## src/verilog/sfshp_pkg.sv

```systemverilog
// shared constants and types of the serial flash front end
package sfshp_pkg;

  // byte framing
  localparam int           BYTE_W      = 8;
  localparam int           ADDR_W      = 24;
  localparam logic [2:0]   BIT_FIRST   = 3'h0;
  localparam logic [2:0]   BIT_LAST    = 3'h7;
  localparam logic [2:0]   BC_OPCODE   = 3'h0;
  localparam logic [2:0]   BC_DATA1    = 3'h1;
  localparam logic [2:0]   BC_ADDR_END = 3'h3;
  localparam logic [2:0]   BC_MAX      = 3'h7;

  // status register layout
  localparam int           SR_LVL_LO   = 2;
  localparam int           SR_LVL_HI   = 3;
  localparam int           SR_LOCK     = 7;
  localparam logic         LVL_RST     = 1'b1;
  localparam logic         LOCK_RST    = 1'b0;

  // erase decoding: 4 KByte sectors, 32 KByte blocks
  localparam int           SECTOR_SHIFT = 12;
  localparam int           BLOCK_SHIFT  = 15;
  localparam int           SECTOR_W     = ADDR_W - SECTOR_SHIFT;
  localparam int           BLOCK_W      = ADDR_W - BLOCK_SHIFT;

  // receive buffer
  localparam logic [1:0]   BUF_DEPTH   = 2'h2;

  // synchronised pin group
  typedef struct packed {
    logic sck;
    logic cs_n;
    logic si;
    logic hold_n;
    logic wp_n;
  } sfshp_pins_t;

  localparam sfshp_pins_t PINS_IDLE = '{sck: 1'b0, cs_n: 1'b1, si: 1'b0,
                                        hold_n: 1'b1, wp_n: 1'b1};

  // frame sequencing
  typedef enum logic [1:0] {FR_IDLE, FR_ACTIVE, FR_PAUSED} sfshp_frame_t;

  // one received byte with its frame position
  typedef struct packed {
    logic        first;
    logic [7:0]  data;
  } sfshp_rx_t;

  localparam int RX_W = $bits(sfshp_rx_t);

endpackage

```

## src/verilog/sfshp_buf.sv

```systemverilog
// two-entry valid/ready buffer for received bytes
`timescale 1ns/1ps
module sfshp_buf
  import sfshp_pkg::*;
#(
  parameter int W = RX_W
)(
  // clock, reset, enable
  input  wire logic         clk,
  input  wire logic         rst,
  input  wire logic         en,
  // filling side
  input  wire logic         in_valid,
  output logic              in_ready,
  input  wire logic [W-1:0] in_data,
  // draining side
  output logic              out_valid,
  input  wire logic         out_ready,
  output logic [W-1:0]      out_data
);

  // all buffer state
  typedef struct packed {
    logic [1:0][W-1:0] mem;   // entries
    logic              wr;    // write slot
    logic              rd;    // read slot
    logic [1:0]        cnt;   // fill level
  } sfshp_bufst_t;

  sfshp_bufst_t s_r;
  sfshp_bufst_t s_nxt;
  logic         push;
  logic         pop;

  // honest flags
  assign in_ready  = (s_r.cnt != BUF_DEPTH);
  assign out_valid = (s_r.cnt != 2'h0);
  assign out_data  = s_r.mem[s_r.rd];
  assign push      = in_valid & in_ready;
  assign pop       = out_valid & out_ready;

  // next state
  always_comb
  begin
    s_nxt = s_r;
    if (push)
    begin
      s_nxt.mem[s_r.wr] = in_data;
      s_nxt.wr          = ~s_r.wr;
    end
    if (pop)
      s_nxt.rd = ~s_r.rd;
    if (push & ~pop)
      s_nxt.cnt = s_r.cnt + 2'h1;
    else if (pop & ~push)
      s_nxt.cnt = s_r.cnt - 2'h1;
  end

  // state register
  always_ff @(posedge clk or posedge rst)
  begin
    if (rst)
      s_r <= '0;
    else if (en)
      s_r <= s_nxt;
  end

endmodule // sfshp_buf

```

## src/verilog/sfshp_core.sv

```systemverilog
// serial flash interface front end: framing, hold, status write guard
`timescale 1ns/1ps
module sfshp_core
  import sfshp_pkg::*;
#(
  parameter logic [7:0] STATUS_WRITE_OP = 8'h01  // status_write_cmd opcode
)(
  // clock and reset
  input  wire logic               CORE_CLK,
  input  wire logic               RST,
  input  wire logic               CLK_EN,
  // serial pins
  input  wire logic               SCK,
  input  wire logic               CS_N,
  input  wire logic               SI,
  output logic                    SO_O,
  output logic                    SO_OE,
  input  wire logic               HOLD_N,
  input  wire logic               WP_N,
  // received byte stream
  output logic                    RX_VALID,
  input  wire logic               RX_READY,
  output sfshp_rx_t               RX_DATA,
  // byte to send
  input  wire logic [BYTE_W-1:0]  TX_DATA,
  output logic                    TX_TAKE,
  // status and decode
  output logic [BYTE_W-1:0]       STATUS,
  output logic                    SELECTED,
  output logic                    PAUSED,
  output logic                    OVERRUN,
  output logic [SECTOR_W-1:0]     ERASE_SECTOR,
  output logic [BLOCK_W-1:0]      ERASE_BLOCK
);

  // all state of the front end
  typedef struct packed {
    sfshp_pins_t       sync1;      // first sync stage
    sfshp_pins_t       sync2;      // second sync stage
    logic              sck_prev;   // clock level last cycle
    logic              cs_prev;    // select level last cycle
    sfshp_frame_t      frame;      // frame state
    logic              armed;      // rising edge seen since last shift out
    logic [2:0]        bit_cnt;    // bit within byte
    logic [2:0]        byte_cnt;   // byte within frame
    logic [7:0]        shift_in;   // input shifter
    logic [7:0]        shift_out;  // output shifter
    logic [7:0]        opcode;     // first byte of frame
    logic [ADDR_W-1:0] addr;       // address bytes
    logic              so;         // output bit
    logic              lock;       // protect_lock_bit
    logic              lvl_hi;     // protect_level_hi
    logic              lvl_lo;     // protect_level_lo
    logic              overrun;    // byte lost to full buffer
    logic              push;       // byte ready for buffer
    sfshp_rx_t         push_data;  // that byte
  } sfshp_core_t;

  localparam sfshp_core_t CORE_RST = '{sync1: PINS_IDLE, sync2: PINS_IDLE,
    cs_prev: 1'b1, frame: FR_IDLE, lock: LOCK_RST, lvl_hi: LVL_RST,
    lvl_lo: LVL_RST, default: '0};

  sfshp_core_t s_r;
  sfshp_core_t s_nxt;
  sfshp_pins_t p;            // synchronised pins
  logic        rise;         // clock rising edge
  logic        fall;         // clock falling edge
  logic        cs_fall;      // select falling edge
  logic [7:0]  byte_in;      // byte completing on this edge
  logic        byte_done;    // eighth bit captured
  logic        wr_try;       // status write data byte arrives
  logic        wr_allow;     // status write permitted
  logic        buf_ready;    // buffer can take a byte
  logic        tx_take;      // send byte loaded

  // edge finders on the second sync stage only
  assign p        = s_r.sync2;
  assign rise     = p.sck & ~s_r.sck_prev;
  assign fall     = ~p.sck & s_r.sck_prev;
  assign cs_fall  = s_r.cs_prev & ~p.cs_n;
  assign byte_in  = {s_r.shift_in[6:0], p.si};
  assign byte_done = (s_r.frame == FR_ACTIVE) & ~p.cs_n & rise & (s_r.bit_cnt == BIT_LAST);
  assign wr_try   = byte_done & (s_r.byte_cnt == BC_DATA1) & (s_r.opcode == STATUS_WRITE_OP);
  assign wr_allow = p.wp_n | ~s_r.lock;

  // next state
  always_comb
  begin
    s_nxt          = s_r;
    tx_take        = 1'b0;
    s_nxt.sync1    = '{sck: SCK, cs_n: CS_N, si: SI, hold_n: HOLD_N, wp_n: WP_N};
    s_nxt.sync2    = s_r.sync1;
    s_nxt.sck_prev = p.sck;
    s_nxt.cs_prev  = p.cs_n;
    s_nxt.push     = 1'b0;
    // lost byte flag, cleared per frame; a loss wins over the clear
    if (cs_fall)
      s_nxt.overrun = 1'b0;
    if (s_r.push & ~buf_ready)
      s_nxt.overrun = 1'b1;
    case (s_r.frame)
      FR_IDLE:
      begin
        if (cs_fall)
        begin
          s_nxt.frame     = FR_ACTIVE;
          s_nxt.bit_cnt   = BIT_FIRST;
          s_nxt.byte_cnt  = BC_OPCODE;
          s_nxt.armed     = 1'b0;
          s_nxt.so        = TX_DATA[7];
          s_nxt.shift_out = {TX_DATA[6:0], 1'b0};
          tx_take         = 1'b1;
        end
      end
      FR_ACTIVE:
      begin
        if (p.cs_n)
          s_nxt.frame = FR_IDLE;      // frame closed
        else
        begin
          if (rise)
          begin
            s_nxt.shift_in = byte_in;
            s_nxt.bit_cnt  = s_r.bit_cnt + 3'h1;
            s_nxt.armed    = 1'b1;
          end
          if (byte_done)
          begin
            s_nxt.push      = 1'b1;
            s_nxt.push_data = '{first: (s_r.byte_cnt == BC_OPCODE), data: byte_in};
            if (s_r.byte_cnt == BC_OPCODE)
              s_nxt.opcode = byte_in;
            else if (s_r.byte_cnt <= BC_ADDR_END)
              s_nxt.addr = {s_r.addr[ADDR_W-BYTE_W-1:0], byte_in};
            if (s_r.byte_cnt != BC_MAX)
              s_nxt.byte_cnt = s_r.byte_cnt + 3'h1;
          end
          if (wr_try & wr_allow)
          begin
            s_nxt.lock   = byte_in[SR_LOCK];
            s_nxt.lvl_hi = byte_in[SR_LVL_HI];
            s_nxt.lvl_lo = byte_in[SR_LVL_LO];
          end
          // shift out after a falling edge
          if (fall & s_r.armed)
          begin
            s_nxt.armed = 1'b0;
            if (s_r.bit_cnt == BIT_FIRST)
            begin
              s_nxt.so        = TX_DATA[7];
              s_nxt.shift_out = {TX_DATA[6:0], 1'b0};
              tx_take         = 1'b1;
            end
            else
            begin
              s_nxt.so        = s_r.shift_out[7];
              s_nxt.shift_out = {s_r.shift_out[6:0], 1'b0};
            end
          end
          // pause at clock low, edge above kept
          if (~p.sck & ~p.hold_n)
            s_nxt.frame = FR_PAUSED;
        end
      end
      FR_PAUSED:
      begin
        if (p.cs_n)
          s_nxt.frame = FR_IDLE;
        // resume only on hold high, clock low
        else if (~p.sck & p.hold_n)
          s_nxt.frame = FR_ACTIVE;
      end
      default:
        s_nxt.frame = FR_IDLE;
    endcase
  end

  // state register
  always_ff @(posedge CORE_CLK or posedge RST)
  begin
    if (RST)
      s_r <= CORE_RST;
    else if (CLK_EN)
      s_r <= s_nxt;
  end

  // receive buffer between shifter and user
  sfshp_buf #(.W(RX_W)) u_buf (
    .clk       (CORE_CLK),
    .rst       (RST),
    .en        (CLK_EN),
    .in_valid  (s_r.push),
    .in_ready  (buf_ready),
    .in_data   (s_r.push_data),
    .out_valid (RX_VALID),
    .out_ready (RX_READY),
    .out_data  (RX_DATA)
  );

  // status image, other bits read zero
  always_comb
  begin
    STATUS            = '0;
    STATUS[SR_LOCK]   = s_r.lock;
    STATUS[SR_LVL_HI] = s_r.lvl_hi;
    STATUS[SR_LVL_LO] = s_r.lvl_lo;
  end

  // drive output only in an active frame
  assign SO_OE        = (s_r.frame == FR_ACTIVE);
  assign SO_O         = s_r.so;
  assign TX_TAKE      = tx_take & CLK_EN;
  assign SELECTED     = (s_r.frame != FR_IDLE);
  assign PAUSED       = (s_r.frame == FR_PAUSED);
  assign OVERRUN      = s_r.overrun;
  // sector and block of the address
  assign ERASE_SECTOR = s_r.addr[ADDR_W-1:SECTOR_SHIFT];
  assign ERASE_BLOCK  = s_r.addr[ADDR_W-1:BLOCK_SHIFT];

  AST_CAPTURE: assert property (@(posedge CORE_CLK) disable iff (RST)
    (CLK_EN & rise & (s_r.frame == FR_ACTIVE) & ~p.cs_n)
      |=> (s_r.shift_in == {$past(s_r.shift_in[6:0]), $past(p.si)}))
    else $error("input bit not captured on rising edge");

  AST_SO_EDGE: assert property (@(posedge CORE_CLK) disable iff (RST)
    !$stable(s_r.so) |-> $past(fall | cs_fall))
    else $error("output bit changed without falling edge");

  AST_FRAME_OPEN: assert property (@(posedge CORE_CLK) disable iff (RST)
    ($past(s_r.frame) == FR_IDLE) & (s_r.frame == FR_ACTIVE) |-> $past(cs_fall))
    else $error("frame opened without select fall");

  AST_PAUSE_ENTRY: assert property (@(posedge CORE_CLK) disable iff (RST)
    (s_r.frame == FR_PAUSED) & ($past(s_r.frame) == FR_ACTIVE)
      |-> $past(~p.sck & ~p.hold_n & ~p.cs_n))
    else $error("pause entered at wrong moment");

  AST_PAUSE_EXIT: assert property (@(posedge CORE_CLK) disable iff (RST)
    ($past(s_r.frame) == FR_PAUSED) & (s_r.frame == FR_ACTIVE) |-> $past(~p.sck & p.hold_n))
    else $error("pause left at wrong moment");

  AST_PAUSE_KEEP: assert property (@(posedge CORE_CLK) disable iff (RST)
    (s_r.frame == FR_PAUSED) & ~p.hold_n & ~p.cs_n & CLK_EN
      |=> (s_r.frame == FR_PAUSED) & $stable(s_r.bit_cnt) & $stable(s_r.byte_cnt))
    else $error("pause or bit position lost while hold low");

  AST_PAUSE_ABORT: assert property (@(posedge CORE_CLK) disable iff (RST)
    (s_r.frame == FR_PAUSED) & p.cs_n & CLK_EN |=> (s_r.frame == FR_IDLE) ##1 !SO_OE)
    else $error("deselect in pause did not abandon");

  AST_PAUSE_RELEASE: assert property (@(posedge CORE_CLK) disable iff (RST)
    CLK_EN & (s_r.frame != FR_IDLE) & ~p.cs_n & ~p.sck & ~p.hold_n |=> !SO_OE)
    else $error("output driven while paused");

  AST_DESEL_RELEASE: assert property (@(posedge CORE_CLK) disable iff (RST)
    CLK_EN & p.cs_n |=> !SELECTED & !SO_OE)
    else $error("output driven or frame kept while deselected");

  AST_LOCK_REFUSE: assert property (@(posedge CORE_CLK) disable iff (RST)
    (CLK_EN & wr_try & ~p.wp_n & s_r.lock)
      |=> $stable(s_r.lock) & $stable(s_r.lvl_hi) & $stable(s_r.lvl_lo))
    else $error("locked status write changed bits");

  AST_WP_HIGH: assert property (@(posedge CORE_CLK) disable iff (RST)
    (CLK_EN & wr_try & p.wp_n)
      |=> (STATUS[SR_LOCK] == $past(byte_in[SR_LOCK]))
        & (STATUS[SR_LVL_HI] == $past(byte_in[SR_LVL_HI])))
    else $error("status write refused with protect high");

  AST_NO_STRAY_WRITE: assert property (@(posedge CORE_CLK) disable iff (RST)
    !$stable(s_r.lock) |-> $past(wr_try & wr_allow))
    else $error("lock bit changed outside a permitted write");

endmodule // sfshp_core

```

## config.mk

```make
export PLATFORM = sky130hd
export DESIGN_NAME = sfshp_core
export DESIGN_NICKNAME = d
export VERILOG_FILES = /design/src/verilog/sfshp_pkg.sv /design/src/verilog/sfshp_buf.sv /design/src/verilog/sfshp_core.sv
export SDC_FILE = /design/constraint.sdc
export NUM_CORES = 1
export LEC_CHECK = 0
export BUFFER_PORTS_ARGS = -buffer_cell sky130_fd_sc_hd__buf_2
export CAP_MARGIN = 20
export CORE_MARGIN = 10
export CORE_UTILIZATION = 50
export CTS_CLUSTER_SIZE = 25
export DETAILED_ROUTE_END_ITERATION = 7
export PLACE_DENSITY = 0.72
export SLEW_MARGIN = 20
export SYNTH_ARGS = -nofsm -noshare
export SYNTH_HDL_FRONTEND = slang
export SYNTH_SLANG_ARGS = --single-unit
```

## constraint.sdc

```tcl
create_clock -name CORE_CLK -period 6.43 [get_ports CORE_CLK]
set_input_delay 0.3215 -clock CORE_CLK [delete_from_list [all_inputs] [get_ports CORE_CLK]]
set_output_delay 0.3215 -clock CORE_CLK [all_outputs]
set_load 0.01 [all_outputs]
```

---- Word-level counts from Yosys, hierarchy flattened ----
Cells that the tools add are included.
word-level totals
  bits in registers ....................... 106
  bits in latches ......................... 0
  bits in writable memories ............... 0
  bits in read-only memories .............. 0
  output and inout bits ................... 45
  word-level logic and storage cells ...... 153
  memories ................................ 0
operators by class
  $add $sub $neg .......................... 4
  multipliers ............................. 0
  divide/modulo/power cells ............... 0
  order comparisons ....................... 4
  equality and inequality tests ........... 16
  shifts and indexed selects .............. 0
  mux-type cells .......................... 43
  bitwise gates (word level) .............. 30
  reduce and logical (&&, ||, !) cells .... 23
operators with widths
  cell                                           number
  two-way mux 59 bit                             1
  two-way mux 24 bit                             2
  two-way mux 8 bit                              5
  two-way mux 9 bit                              4
  two-way mux 32 bit                             1
  two-way mux 10 bit                             3
  AND reduction 5 bit                            4
  bitwise AND 1 bit                              18
  bitwise mux 18 bit                             1
  case mux 8 bit (2 select lines)                1
  AND reduction 4 bit                            4
  case mux 7 bit (2 select lines)                1
  two-way mux 2 bit                              6
  AND reduction 6 bit                            2
  NOT 1 bit                                      11
  two-way mux 1 bit                              10
  nonzero test 2 bit                             5
  demux 9 bit (select 1 bit)                     1
  two-way mux 3 bit                              3
  != test 3 x 1 -> 1 bit, second input constant  3
  == test 8 x 1 -> 1 bit, second input constant  1
  != test 2 x 1 -> 1 bit, second input constant  4
  AND reduction 2 bit                            4
  adder 3 x 1 -> 3 bit, second input constant    2
  other kinds (18)                               23

---- Longest topological paths before layout ----
  word-level depth ........................ 10
  mapped depth ............................ 7

---- By module ----
Synthesis repeated with hierarchy kept, for this count alone.
second synthesis, totals
  cells, all modules ...................... 368
  area, all modules ....................... 4,770.8 um2
by module, submodules not included
  module      times used  cells an instance  area each (um2)  seq. area each (um2)
  sfshp_core  1           300                3,723.6          2,063.2
  sfshp_buf   1           68                 1,047.3          550.5

---- Least setup slack after synthesis ----
OpenSTA, ideal clock, no wires.
  path kind ............................... register to register
  start point ............................. register s_r[71] (netlist bit)
  end point ............................... register s_r (netlist bit ERASE_BLOCK[0])
  data arrival time ....................... 1.899 ns
  data required time ...................... 6.305 ns
  path slack .............................. 4.406 ns
  cell stages (with the launch flop) ...... 6
  clock period less this slack ............ 2.024 ns
  cells stage by stage .................... dfrtp_1 -> and4bb_2 -> nand3_2 -> a2111oi_4 -> buf_6 -> mux2_2
on the way
  word-level cells in the longest chain between the ends .. 5
RTL lines
  what                                    RTL line                             text
  start, declared                         sfshp_core.sv:63                     sfshp_core_t s_r;
  start signal, assigned                  sfshp_core.sv:184                    s_r <= s_nxt;
  == test 2 x 1 -> 1 bit *                sfshp_core.sv:82, sfshp_core.sv:101
  bitwise AND 1 bit (3 in a row)          sfshp_core.sv:82                     assign byte_done = (s_r.frame == FR_ACTIVE) & ~p.cs_n & rise & (s_r.bit_cnt == BIT_LAST);
  AND reduction 6 bit (no source line) *  n/a
Mark *: on every way between the ends. The rest lies on a longest branch, timed or not.
A chain may end at the register's enable or synchronous reset.

---- Worst setup path in the final report ----
  start point ............................. register s_r[70] (netlist bit)
  end point ............................... register s_r (netlist bit ERASE_BLOCK[6])
Same word-level chain as after synthesis.

==> results.md <==
- Status: finished clean
- Fin. Hold Viols: 0
- Met1 wire length: 3560 µm
- CP max stage delay: 0.57 ns
- Initial Util: 50.9%
- Final setup vio count: 0
- Clk Latency, worst-skew pair: 0.38 ns
- Number of synthesized flops with an enable pin: 0
- Asr flop ratio synth: 100%
- Worst Reg-to-Reg Cells: 5
- Most frequent cells in the layout: dfrtp_1 (95), mux2_2 (82), buf_2 (56), nand2_1 (40), o21ai_0 (12)
- TritonCTS buffer count: 9
- Min-delay src: SCK
- FF-to-FF Start: s_r[70]
- Iteration-0 DRC count of the detailed router: 73
- Mapped cell area: 4680 µm²
- Reported max-cap violation count: 0
- Crit path capture type: flip-flop
- # IOs: 62
- Worst-margin pin slew: 0.853 ns
- Synth warn: 0
- Die Y: 117 µm
- Synth cell types: 44
- Max layer used: met4
- Worst-path clk slew: 0.10 ns
- Core Rows: 35
- HPWL Detailed: 5730 µm
- Setup crit start kind: flip-flop
- Vias: 2755
- RR Endpoint: ERASE_BLOCK[6]
- H-tree depth: 3
- Final ANT Viol Nets: 0
- Nets: 425
- Ys flop type: dfrtp_1
- Met2 wire length: 3950 µm
- Vias in the first global route: 2872
- Antenna diodes: 0
- Layout Skew: 0.0157 ns
- Syn-to-layout area delta: 7.91%
- Fin crit period: 2.42 ns
- Max Root-Sink Buffers: 2
- Fmax: 413 MHz
- Flops & latches, synth: 104
- # DRC: 0
- Grt ovf: 0
- Met3 WL: 461 µm
- Mapped Cells: 368
- Global-route wire length before repair: 13700 µm
- Setup TNS: 0 ns
- Overall routing resource usage: 12.4%
- 1st-pass router iterations: 4
- DR vias/cell: 5.35
- Slew headroom: 43.0%
- Peak supply drop: 171 µV
- Period Utilization, post-route: 37.7%
- Routed wire length: 8060 µm
- Final number of max-transition violations: 0
- Initial antenna violation count: 0
- Core Util, Final: 55.0%
- Worst Path Required: 6.69 ns
- Pwr Total: 1.42 mW
- Routed WL per cell: 15.6 µm
- Lkg Pwr: 2.62 nW
- Core ar.: 9200 µm²
- Hold Path Sink: s_nxt[78]
- I/O Buffers: 56
- Slowest cell on crit path: dfrtp_1
- Slack of the worst reg-to-reg path: 4.01 ns
- Avg Inst Size Synth: 12.7 µm²
- CTS tree: yes
- Critical path cell sequence: and4bb_2 > nand3_2 > a2111oi_4 > buf_4 > mux2_2
- HP Class: input port to flip-flop
- Hold depth: 2
- TritonCTS Sinks: 104
- Share of layout cells above drive strength 1: 42.8%
- Die Wd: 117 µm
- Die ar.: 13600 µm²
- Worst EP arrival: 2.68 ns
- Root Buffer: clkbuf_8
- Pwr Density: 281 nW/µm²
- Gpl congestion: 0.808
- Worst-case hold slack: 0.178 ns
- Largest net degree at the start of global routing: 83
- Crit Path Max Fanout: 24
- CP Class: flip-flop to flip-flop
- Sequential fraction of the synthesis area: 55.8%
- Commonest non-fill, non-tap cell in the layout: dfrtp_1
- RSZ-0062 raised after global routing: false
[per-layer routing]
metal	track usage [%]	up-vias
met4	3.71	0
met3	4.38	7
met5	0	-
met1	15.2	1398
met2	20.2	45
li1	-	1305
[critical path, delay by kind of cell, from the launching register on]
kind	cells	cell delay, ns
AO/OA/AOI/OAI	1	0.38
buffers and inverters	1	0.35
multiplexers	1	0.38
flip-flops	1	0.57
AND/OR/NAND/NOR	2	0.62
[through the flow]
step	instance area, µm²	instances	setup WS, ns
detailed placement	4850	498	3.88
finish	5050	515	4.01
CTS	5040	515	4.00
floorplan	4700	372	3.39
global route	5050	515	3.79
global placement	4850	498	3.94
[power breakdown]
group | switching (mW) | internal (mW) | leakage [nW]
Clock | 0.241 | 0.150 | 0.0952
Combinational | 0.119 | 0.106 | 1.14
Sequential | 0.0799 | 0.725 | 1.38
[layout make-up]
class	instances	area [µm²]
sequential	104	2610
clock inverter	7	63.8
clock buffer	9	124
multi-input combinational	214	1760
fill	792	4140
inverter	11	43.8
tap	111	139
timing repair buffer	59	309
[state kept, by name (all words and copies together) (netlist names)]
register,count
byte_in,8
ERASE_SECTOR,3
STATUS,3
SO_O,1
s_r,48
s_nxt,5
ERASE_BLOCK,9
p,4
OVERRUN,1
u_buf.s_r,22
[how the worst max path moves through the flow]
stage          startpoint             end  slack [ns]  cells past startpoint
2_1_floorplan         RST  ERASE_BLOCK[0]        3.39                      1
4_1_cts              p[4]  ERASE_BLOCK[6]        4.00                      5
3_3_place_gp       CLK_EN  ERASE_BLOCK[0]        3.94                      6
5_1_grt              p[4]         s_r[26]        3.79                      5
3_5_place_dp       CLK_EN  ERASE_BLOCK[6]        3.88                      6
6_report          s_r[70]  ERASE_BLOCK[6]        4.01                      5
[cell usage after synthesis, types with 7 or more instances]
cell type / count / area [µm²]
buf_4: 29 / 218
inv_1: 11 / 41.3
dfrtp_1: 95 / 2380
nand2_1: 40 / 150
o21ai_0: 12 / 60.1
ha_1: 9 / 113
dfstp_2: 9 / 236
mux2_2: 82 / 923
clkbuf_1: 9 / 33.8
a22oi_1: 7 / 52.6
[cells by family after synthesis]
kind of cell    Yosys count  share of synthesized area [%]
buf+inv                  54                           7.05
simple gates             75                           7.91
mux                      84                           20.1
fa+ha+maj                 9                           2.40
flops                   104                           55.8
xor+xnor                  5                          0.935
compound gates           36                           5.69
other cells               1                         0.0801
[what timing repair did]
| item | in CTS | in global routing |
|---|---|---|
| buffers inserted | 0 | 0 |
| hold endpoints to repair | 16 | 0 |
| gates resized for setup | 0 | 0 |
| hold buffers | 1 | 0 |
Power figures use the tool's default switching activity.
